### src/logic/ldi_pkg.sv
// Constants, types and timing for the LED driver bus controller
package ldi_pkg;

    // System clock
    localparam int unsigned CLK_NS = 100;

    // Shortest bus clock period per speed grade, in ns
    localparam int unsigned T_STD_NS = 10000;
    localparam int unsigned T_FAST_NS = 2500;
    localparam int unsigned T_FP_NS = 1000;

    // Quarter bus clock period in mclk cycles, rounded up
    localparam logic [4:0] Q_STD_CYC =
        5'((T_STD_NS / 4 + CLK_NS - 1) / CLK_NS);
    localparam logic [4:0] Q_FAST_CYC =
        5'((T_FAST_NS / 4 + CLK_NS - 1) / CLK_NS);
    localparam logic [4:0] Q_FP_CYC =
        5'((T_FP_NS / 4 + CLK_NS - 1) / CLK_NS);

    // First address byte layout
    localparam int unsigned CHIP_MSB = 7;
    localparam int unsigned CHIP_LSB = 3;
    localparam int unsigned RA_HI_MSB = 2;
    localparam int unsigned RA_HI_LSB = 1;
    localparam int unsigned RW_POS = 0;
    localparam logic [2:0] IND_PREFIX = 3'h5;
    localparam logic [4:0] BCAST_CHIP = 5'h1b;
    localparam logic RW_READ = 1'h1;
    localparam logic RW_WRITE = 1'h0;

    // Bit positions within a byte slot and quarter phases
    localparam logic [3:0] ACK_BIT = 4'h8;
    localparam logic [1:0] Q_LOW_A = 2'h0;
    localparam logic [1:0] Q_HIGH_A = 2'h1;
    localparam logic [1:0] Q_HIGH_B = 2'h2;
    localparam logic [1:0] Q_LOW_B = 2'h3;

    // Reset values
    localparam logic [3:0] CNT_RST = 4'h0;
    localparam logic [7:0] BYTE_RST = 8'h00;
    localparam logic [4:0] TICK_RST = 5'h00;

    typedef enum logic [1:0] {
        LDI_STD = 2'h0,
        LDI_FAST = 2'h1,
        LDI_FP = 2'h2
    } ldi_speed_e;

    typedef enum logic [4:0] {
        ST_IDLE = 5'h01,
        ST_START = 5'h02,
        ST_BIT = 5'h04,
        ST_WAIT = 5'h08,
        ST_STOP = 5'h10
    } ldi_st_e;

    typedef enum logic [4:0] {
        SG_A1 = 5'h01,
        SG_A2 = 5'h02,
        SG_A1R = 5'h04,
        SG_WR = 5'h08,
        SG_RD = 5'h10
    } ldi_seg_e;

    typedef struct packed {
        logic [4:0] chip;
        logic [9:0] reg_addr;
        logic read;
        logic [3:0] len;
        ldi_speed_e speed;
    } ldi_req_s;

    typedef struct packed {
        logic done;
        logic err;
        logic rd_valid;
        logic [7:0] rd_data;
    } ldi_rsp_s;

    // Individual chip address for one of the four variants
    function automatic logic [4:0] ldi_chip(input logic [1:0] variant);
        return {IND_PREFIX, variant};
    endfunction

endpackage

### src/logic/ldi_host.sv
// Bus controller that addresses and transfers registers of the LED driver
//
// Contract
// - Bus clock at most 100 kHz, 400 kHz or 1 MHz per speed grade.
// - Transmitter changes the data line only while the clock is low.
// - Data falling with clock high is START; rising is STOP.
// - Only the controller makes START and STOP; bus busy between them.
// - Repeated START behaves as a first START and restarts addressing.
// - Controller clocks each acknowledge pulse and releases data during it; on reads it drives data low except on the last byte.
// - Reading controller leaves data high on the last byte's acknowledge.
// - Every byte is eight bits, most significant bit first.
// - First byte: chip address 7..3, register bits 9..8, direction bit 0.
// - Second byte carries register address bits 7..0.
// - Register address advances by one per data byte within a transfer.
module ldi_host
    import ldi_pkg::*;
(
    input wire logic mclk,
    input wire logic rstn,
    input wire ldi_req_s req,
    input wire logic req_valid,
    output logic req_ready,
    input wire logic [7:0] wr_data,
    input wire logic wr_valid,
    output logic wr_ready,
    output ldi_rsp_s rsp,
    input wire logic scl_i,
    output logic scl_o,
    output logic scl_oe,
    input wire logic sda_i,
    output logic sda_o,
    output logic sda_oe
);

    ldi_st_e st_r;
    ldi_st_e st_nxt;
    ldi_seg_e seg_r;
    ldi_seg_e seg_nxt;
    logic [1:0] q_r;
    logic [1:0] q_nxt;
    logic [4:0] tick_r;
    logic [4:0] tick_nxt;
    logic [3:0] bit_r;
    logic [3:0] bit_nxt;
    logic [7:0] sh_r;
    logic [7:0] sh_nxt;
    logic [3:0] cnt_r;
    logic [3:0] cnt_nxt;
    logic nack_r;
    logic nack_nxt;
    ldi_req_s req_r;
    ldi_req_s req_nxt;
    ldi_rsp_s rsp_r;
    ldi_rsp_s rsp_nxt;
    logic scl_oe_r;
    logic scl_oe_nxt;
    logic sda_oe_r;
    logic sda_oe_nxt;
    logic scl_s;
    logic sda_s;
    logic stall;
    logic phase_end;
    logic byte_end;
    logic [4:0] qlen;

    ldi_sync u_scl_sync (
        .mclk(mclk),
        .rstn(rstn),
        .d(scl_i),
        .q(scl_s)
    );

    ldi_sync u_sda_sync (
        .mclk(mclk),
        .rstn(rstn),
        .d(sda_i),
        .q(sda_s)
    );

    // Quarter period of the captured speed grade
    always_comb
    begin
        unique case (req_r.speed)
            LDI_FAST: qlen = Q_FAST_CYC;
            LDI_FP: qlen = Q_FP_CYC;
            default: qlen = Q_STD_CYC;
        endcase
    end

    // Hold the high phase while a target stretches the clock
    assign stall = (st_r != ST_IDLE) && (st_r != ST_WAIT)
        && (q_r == Q_HIGH_A) && !scl_s;
    assign phase_end = (tick_r == TICK_RST) && !stall;
    assign byte_end = (st_r == ST_BIT) && phase_end && (q_r == Q_LOW_B)
        && (bit_r == ACK_BIT);

    always_comb
    begin
        st_nxt = st_r;
        seg_nxt = seg_r;
        q_nxt = q_r;
        tick_nxt = tick_r;
        bit_nxt = bit_r;
        sh_nxt = sh_r;
        cnt_nxt = cnt_r;
        nack_nxt = nack_r;
        req_nxt = req_r;
        rsp_nxt = rsp_r;
        rsp_nxt.done = 1'h0;
        rsp_nxt.rd_valid = 1'h0;
        if (st_r != ST_IDLE && st_r != ST_WAIT)
        begin
            if (tick_r != TICK_RST)
                tick_nxt = tick_r - 5'h01;
            else if (!stall)
            begin
                tick_nxt = qlen - 5'h01;
                q_nxt = q_r + 2'h1;
            end
        end
        unique case (st_r)
            ST_IDLE:
            begin
                if (req_valid)
                begin
                    req_nxt = req;
                    seg_nxt = SG_A1;
                    st_nxt = ST_START;
                    q_nxt = Q_LOW_A;
                    tick_nxt = TICK_RST;
                    cnt_nxt = req.len;
                    rsp_nxt.err = 1'h0;
                end
            end
            ST_START:
            begin
                if (phase_end && q_r == Q_LOW_B)
                begin
                    st_nxt = ST_BIT;
                    bit_nxt = 4'h0;
                    sh_nxt = {req_r.chip, req_r.reg_addr[9:8],
                        (seg_r == SG_A1R) ? RW_READ : RW_WRITE};
                end
            end
            ST_BIT:
            begin
                if (phase_end && q_r == Q_HIGH_B)
                begin
                    if (bit_r == ACK_BIT)
                        nack_nxt = sda_s;
                    else if (seg_r == SG_RD)
                        sh_nxt = {sh_r[6:0], sda_s};
                end
                if (phase_end && q_r == Q_LOW_B && bit_r != ACK_BIT)
                begin
                    bit_nxt = bit_r + 4'h1;
                    if (seg_r != SG_RD)
                        sh_nxt = {sh_r[6:0], 1'h0};
                end
                if (byte_end)
                begin
                    bit_nxt = 4'h0;
                    if (nack_r && seg_r != SG_RD)
                    begin
                        rsp_nxt.err = 1'h1;
                        st_nxt = ST_STOP;
                    end
                    else
                    begin
                        unique case (seg_r)
                            SG_A1:
                            begin
                                seg_nxt = SG_A2;
                                sh_nxt = req_r.reg_addr[7:0];
                            end
                            SG_A2:
                            begin
                                if (req_r.read)
                                begin
                                    seg_nxt = SG_A1R;
                                    st_nxt = ST_START;
                                end
                                else
                                begin
                                    seg_nxt = SG_WR;
                                    st_nxt = ST_WAIT;
                                end
                            end
                            SG_A1R:
                                seg_nxt = SG_RD;
                            SG_WR:
                            begin
                                if (cnt_r == CNT_RST)
                                    st_nxt = ST_STOP;
                                else
                                begin
                                    cnt_nxt = cnt_r - 4'h1;
                                    st_nxt = ST_WAIT;
                                end
                            end
                            SG_RD:
                            begin
                                rsp_nxt.rd_valid = 1'h1;
                                rsp_nxt.rd_data = sh_r;
                                if (cnt_r == CNT_RST)
                                    st_nxt = ST_STOP;
                                else
                                    cnt_nxt = cnt_r - 4'h1;
                            end
                        endcase
                    end
                end
            end
            ST_WAIT:
            begin
                if (wr_valid)
                begin
                    sh_nxt = wr_data;
                    st_nxt = ST_BIT;
                    bit_nxt = 4'h0;
                    q_nxt = Q_LOW_A;
                    tick_nxt = qlen - 5'h01;
                end
            end
            ST_STOP:
            begin
                if (phase_end && q_r == Q_LOW_B)
                begin
                    st_nxt = ST_IDLE;
                    rsp_nxt.done = 1'h1;
                end
            end
        endcase
        // Pin drive, registered one cycle after the phase that asks for it
        scl_oe_nxt = 1'h0;
        sda_oe_nxt = 1'h0;
        unique case (st_r)
            ST_IDLE:
            begin
                scl_oe_nxt = 1'h0;
                sda_oe_nxt = 1'h0;
            end
            ST_START:
            begin
                scl_oe_nxt = (q_r == Q_LOW_B)
                    || (q_r == Q_LOW_A && seg_r == SG_A1R);
                sda_oe_nxt = q_r[1];
            end
            ST_BIT:
            begin
                scl_oe_nxt = (q_r == Q_LOW_A) || (q_r == Q_LOW_B);
                if (bit_r == ACK_BIT)
                    sda_oe_nxt = (seg_r == SG_RD)
                        && (cnt_r != CNT_RST);
                else
                    sda_oe_nxt = (seg_r != SG_RD) && !sh_r[7];
            end
            ST_WAIT:
            begin
                scl_oe_nxt = 1'h1;
                sda_oe_nxt = 1'h0;
            end
            ST_STOP:
            begin
                scl_oe_nxt = (q_r == Q_LOW_A);
                sda_oe_nxt = !q_r[1];
            end
        endcase
    end

    always_ff @(posedge mclk or negedge rstn)
    begin
        if (!rstn)
        begin
            st_r <= ST_IDLE;
            seg_r <= SG_A1;
            q_r <= Q_LOW_A;
            tick_r <= TICK_RST;
            bit_r <= 4'h0;
            sh_r <= BYTE_RST;
            cnt_r <= CNT_RST;
            nack_r <= 1'h0;
            req_r <= '0;
            rsp_r <= '0;
            scl_oe_r <= 1'h0;
            sda_oe_r <= 1'h0;
        end
        else
        begin
            st_r <= st_nxt;
            seg_r <= seg_nxt;
            q_r <= q_nxt;
            tick_r <= tick_nxt;
            bit_r <= bit_nxt;
            sh_r <= sh_nxt;
            cnt_r <= cnt_nxt;
            nack_r <= nack_nxt;
            req_r <= req_nxt;
            rsp_r <= rsp_nxt;
            scl_oe_r <= scl_oe_nxt;
            sda_oe_r <= sda_oe_nxt;
        end
    end

    assign req_ready = (st_r == ST_IDLE);
    assign wr_ready = (st_r == ST_WAIT);
    assign rsp = rsp_r;
    assign scl_o = 1'h0;
    assign sda_o = 1'h0;
    assign scl_oe = scl_oe_r;
    assign sda_oe = sda_oe_r;
endmodule

### src/logic/ldi_sync.sv
// Two flip-flop synchroniser for a bus pin
module ldi_sync
    import ldi_pkg::*;
(
    input wire logic mclk,
    input wire logic rstn,
    input wire logic d,
    output logic q
);

    logic meta_r;
    logic meta_nxt;
    logic q_r;
    logic q_nxt;

    always_comb
    begin
        meta_nxt = d;
        q_nxt = meta_r;
    end

    // Idle bus level is high
    always_ff @(posedge mclk or negedge rstn)
    begin
        if (!rstn)
        begin
            meta_r <= 1'h1;
            q_r <= 1'h1;
        end
        else
        begin
            meta_r <= meta_nxt;
            q_r <= q_nxt;
        end
    end

    assign q = q_r;

endmodule

### config.mk
export PLATFORM = sky130hd
export DESIGN_NAME = ldi_host
export DESIGN_NICKNAME = d
export VERILOG_FILES = /design/src/logic/ldi_pkg.sv /design/src/logic/ldi_host.sv /design/src/logic/ldi_sync.sv
export SDC_FILE = /design/constraint.sdc
export NUM_CORES = 1
export LEC_CHECK = 0
export ABC_AREA = 0
export CAP_MARGIN = 20
export CORE_MARGIN = 3
export CORE_UTILIZATION = 30
export CTS_BUF_LIST = sky130_fd_sc_hd__clkbuf_16
export DETAILED_ROUTE_END_ITERATION = 8
export DONT_BUFFER_PORTS = 1
export GPL_TIMING_DRIVEN = 1
export PLACE_DENSITY_LB_ADDON = 0.1
export SYNTH_ARGS = -nofsm -noshare
export SYNTH_HDL_FRONTEND = slang
export SYNTH_SLANG_ARGS = --single-unit
### constraint.sdc
create_clock -name mclk -period 4.5 [get_ports mclk]
set_input_delay 0.9 -clock mclk [delete_from_list [all_inputs] [get_ports mclk]]
set_output_delay 0.9 -clock mclk [all_outputs]
set_load 0.005 [all_outputs]
==> summary.md <==
| Metric | Value |
|---|---|
| Initial Util | `31.3%` |
| DR DRC count | `0` |
| R2R depth | `8` |
| Worst rel slew slack | `41.3%` |
| Crit share post-route | `between 60 and 70%` |
| PwrDens | `~420 nW/um^2` |
| I/O Buffers | `0` |
| Final Slew Violations | `0` |
| Wirelength per Cell | `~18 microns` |
| CTS tree | `built` |
| Top-Level Pins | `53` |
| Row cnt | `40` |
| # resized after CTS | `0` |
| Post-synth top flop | `dfrtp_1` |
| Antenna violations before repair | `0` |
| Post-Route WL | `10500 microns` |
| Crit path cell chain | `nor2_1 > nand3_1 > inv_1` |
| Period minus WS final | `~2.8 ns` |
| Die Ht | `~120 microns` |
| Unrepaired setup endpoints after global routing | `no` |
| TritonCTS Sinks | `slightly below 70` |
| Detail Route Antenna Nets | `0` |
| DR vias | `between 3000 and 4000` |
| Status | `finished, final reports clean` |
| Yosys cell types | `64` |
| Crit start category | `flop` |
| TNS Setup | `0 ns` |
| Crit end category | `primary output` |
| Drt pass-1 iters | `4` |
| Total of max-cap violations | `0` |
| Final RePlAce weighted congestion | `0.845` |
| Total CTS buffers | `9` |
| Number of synthesis warnings | `0` |
| Static Leak | `between 0.0015 and 0.002 uW` |
| Finished Layout Cells | `583` |
| Final setup skew | `about 0.006 ns` |
| Fin. Hold Viols | `0` |
| Worst Path Required | `roughly 3.6 ns` |
| Worst Tran Pin Value | `0.868 ns` |
| CP max stage delay | `around 0.50 ns` |
| CP Launch Point | `st_r[4]$_DFFE_PN0P_` |
| GR Overflow Total | `0` |
| Crit-path max FO | `14` |
| ANT cells | `0` |
| 1st-iter DRT viols | `roughly 170` |
| CP bufs+invs | `1` |
| Final net count | `456` |
| Most frequent cells in the layout | `nand2_1 (83), dfrtp_1 (63), nor2_1 (30)` |
| Ratio of cells with drive above 1 in the final layout | `between 10% and 20%` |
| Core footprint | `~12000 sq um` |
| Number of global-route vias before repair | `between 3000 and 4000` |
| Die area | `~14000 sq um` |
| Die X | `approximately 120 microns` |
| Via-to-Cell Ratio | `between 5 and 6` |
| CTS Hold Bufs | `0` |
| Critical path's slowest cell | `nand3_1` |
| Syn_area_per_cell | `slightly above 9 sq um` |
| FMAX | `0.358 GHz` |
| EDFF count, synth | `0` |
| Clock tree buffer depth | `2` |
| Clk_lat worst skew | `roughly 0.34 ns` |
| Ys async rst share | `100%` |
| Hold Crit Class | `primary input to asynchronous set/reset pin` |
| FF-to-FF End | `sh_r[5]$_DFFE_PN0P_` |
| Syn Inst Count | `421` |
| H-tree levels | `3` |
| Area Overhead vs Synth | `10.4%` |
| Largest net degree at the start of global routing | `70` |
| Final design utilization | `34.5%` |
| Dpl hpwl | `approximately 7600 microns` |
| Pwr Total | `1770 uW` |
| Setup bufs post-CTS | `0` |
| Most common cell after layout, fill and taps aside | `nand2_1` |
| WS Path Type | `flop to primary output` |
| CP Depth | `3` |
| Peak supply drop | `128 uV` |
| Critical Path Sink | `wr_ready` |
| Top delay family on crit path | `simple AND/OR/NAND/NOR gates` |
| Flops & latches, synth | `between 60 and 70` |
| First-pass GRT wire length | `17100 microns` |
| Placed insts | `between 500 and 600` |
| Arr. time, crit path | `1.90 ns` |
| Final setup violation count | `0` |
| R2R Setup Slk | `around 1.8 ns` |
| Hold WS | `0.253 ns` |
| Synthesized cell area | `3830 sq um` |
| GRT Overall Usage | `between 10% and 20%` |
| Register area share after synthesis | `roughly 45%` |
| Clock root cell | `clkbuf_16` |
| Reg clk slew, reported paths | `0.05 ns` |
| Reg2reg start | `tick_r[0]$_DFF_PN0_` |
==> Yosys cell counts, types with 2 or more instances <==
| cell | instances | area, sq um |
|---|---|---|
| mux2_1 | 4 | 45.0 |
| nand2_1 | 83 | 312 |
| or3_4 | 2 | 22.5 |
| nor2_2 | 3 | 18.8 |
| ha_1 | 10 | 125 |
| o32a_1 | 3 | 30.0 |
| nor3_1 | 13 | 65.1 |
| nand3_1 | 10 | 50.1 |
| dfstp_2 | 6 | 158 |
| clkbuf_1 | 14 | 52.6 |
| dfrtp_1 | 63 | 1580 |
| and4_1 | 2 | 17.5 |
| a21oi_1 | 24 | 120 |
| o22ai_1 | 12 | 75.1 |
| mux2i_1 | 3 | 30.0 |
| inv_1 | 16 | 60.1 |
| o21a_1 | 3 | 22.5 |
| or4_2 | 3 | 26.3 |
| o221ai_1 | 8 | 70.1 |
| buf_6 | 4 | 45.0 |
| nor3b_1 | 2 | 15.0 |
| a21o_1 | 3 | 22.5 |
| o21ai_1 | 2 | 10.0 |
| o31ai_1 | 3 | 22.5 |
| nor2_1 | 30 | 113 |
| or4_1 | 2 | 15.0 |
| o22a_1 | 4 | 35.0 |
| a31oi_1 | 8 | 50.1 |
| mux2_2 | 7 | 78.8 |
| nor2b_1 | 5 | 31.3 |
| xnor2_1 | 2 | 17.5 |
| a2bb2oi_1 | 7 | 61.3 |
| o21ai_2 | 2 | 17.5 |
| buf_4 | 2 | 15.0 |
| buf_2 | 4 | 20.0 |
| a22oi_1 | 2 | 15.0 |
| o21ai_0 | 18 | 90.1 |
| nand4_1 | 3 | 18.8 |
| nand3b_1 | 3 | 22.5 |
| xor2_1 | 2 | 17.5 |
==> final cells by class <==
class | count | area, sq um
inverter | 16 | 60.1
clock inverter | 7 | 83.8
clock buffer | 9 | 225
timing repair buffer | 1 | 7.51
tap | 168 | 210
fill | 1252 | 8030
sequential | 69 | 1730
multi-input combinational | 313 | 1910
==> layer usage <==
metal	vias up	wire [microns]	track usage, %	part of all wire [%]
met5	-	0	0	0
met4	0	176	6.30	1.7
met3	14	454	3.94	4.3
met2	62	4770	22.6	46
met1	1509	5070	21.7	48
li1	1494	-	-	-
==> report_power, final <==
part / switching (uW) / total [uW] / internal (uW)
combinational: 128 / 254 / 126
sequential: 80.1 / 775 / 695
clock: 266 / 744 / 478
total: 475 / 1770 / 1300
==> kinds of logic (layout without fill, tap and decap cells) <==
group | after synthesis | count (layout) | share of synthesized area [%]
AOI/OAI and AO/OA | 110 | 110 | 19.4
xor gates and xnor gates | 4 | 4 | 0.914
adders and majority gates | 10 | 10 | 3.26
buffers and inverters | 40 | 33 | 5.02
DFF | 69 | 69 | 45.2
muxes | 14 | 14 | 4.01
other | 1 | 2 | 0.0978
and+or+nand+nor | 173 | 173 | 22.0
==> worst min-delay path by stage <==
| stage | start | to | slack (ns) |
|---|---|---|---|
| 2_1_floorplan | u_scl_sync.meta_r$_DFF_PN1_ | u_scl_sync.q$_DFF_PN1_ | 0.35 |
| 3_3_place_gp | u_scl_sync.meta_r$_DFF_PN1_ | u_scl_sync.q$_DFF_PN1_ | 0.35 |
| 3_5_place_dp | u_scl_sync.meta_r$_DFF_PN1_ | u_scl_sync.q$_DFF_PN1_ | 0.35 |
| 4_1_cts | rstn | st_r[4]$_DFFE_PN0P_ | 0.24 |
| 5_1_grt | rstn | rsp[8]$_DFF_PN0_ | 0.24 |
| 6_report | rstn | rsp[8]$_DFF_PN0_ | 0.25 |
==> flip-flops by register name (all words and copies together), names as in the netlist, 4 cells and up <==
name	count
seg_r	5
rsp	11
tick_r	5
st_r	5
cnt_r	4
bit_r	4
req_r	18
sh_r	8
==> through the flow <==
step	setup WS, ns	cell area, sq um
5_1_grt	1.45	4230
3_3_place_gp	1.73	3920
6_report	1.70	4230
4_1_cts	1.64	4230
2_1_floorplan	2.19	3840
3_5_place_dp	1.76	3920
Power figures use the tool's default switching activity.
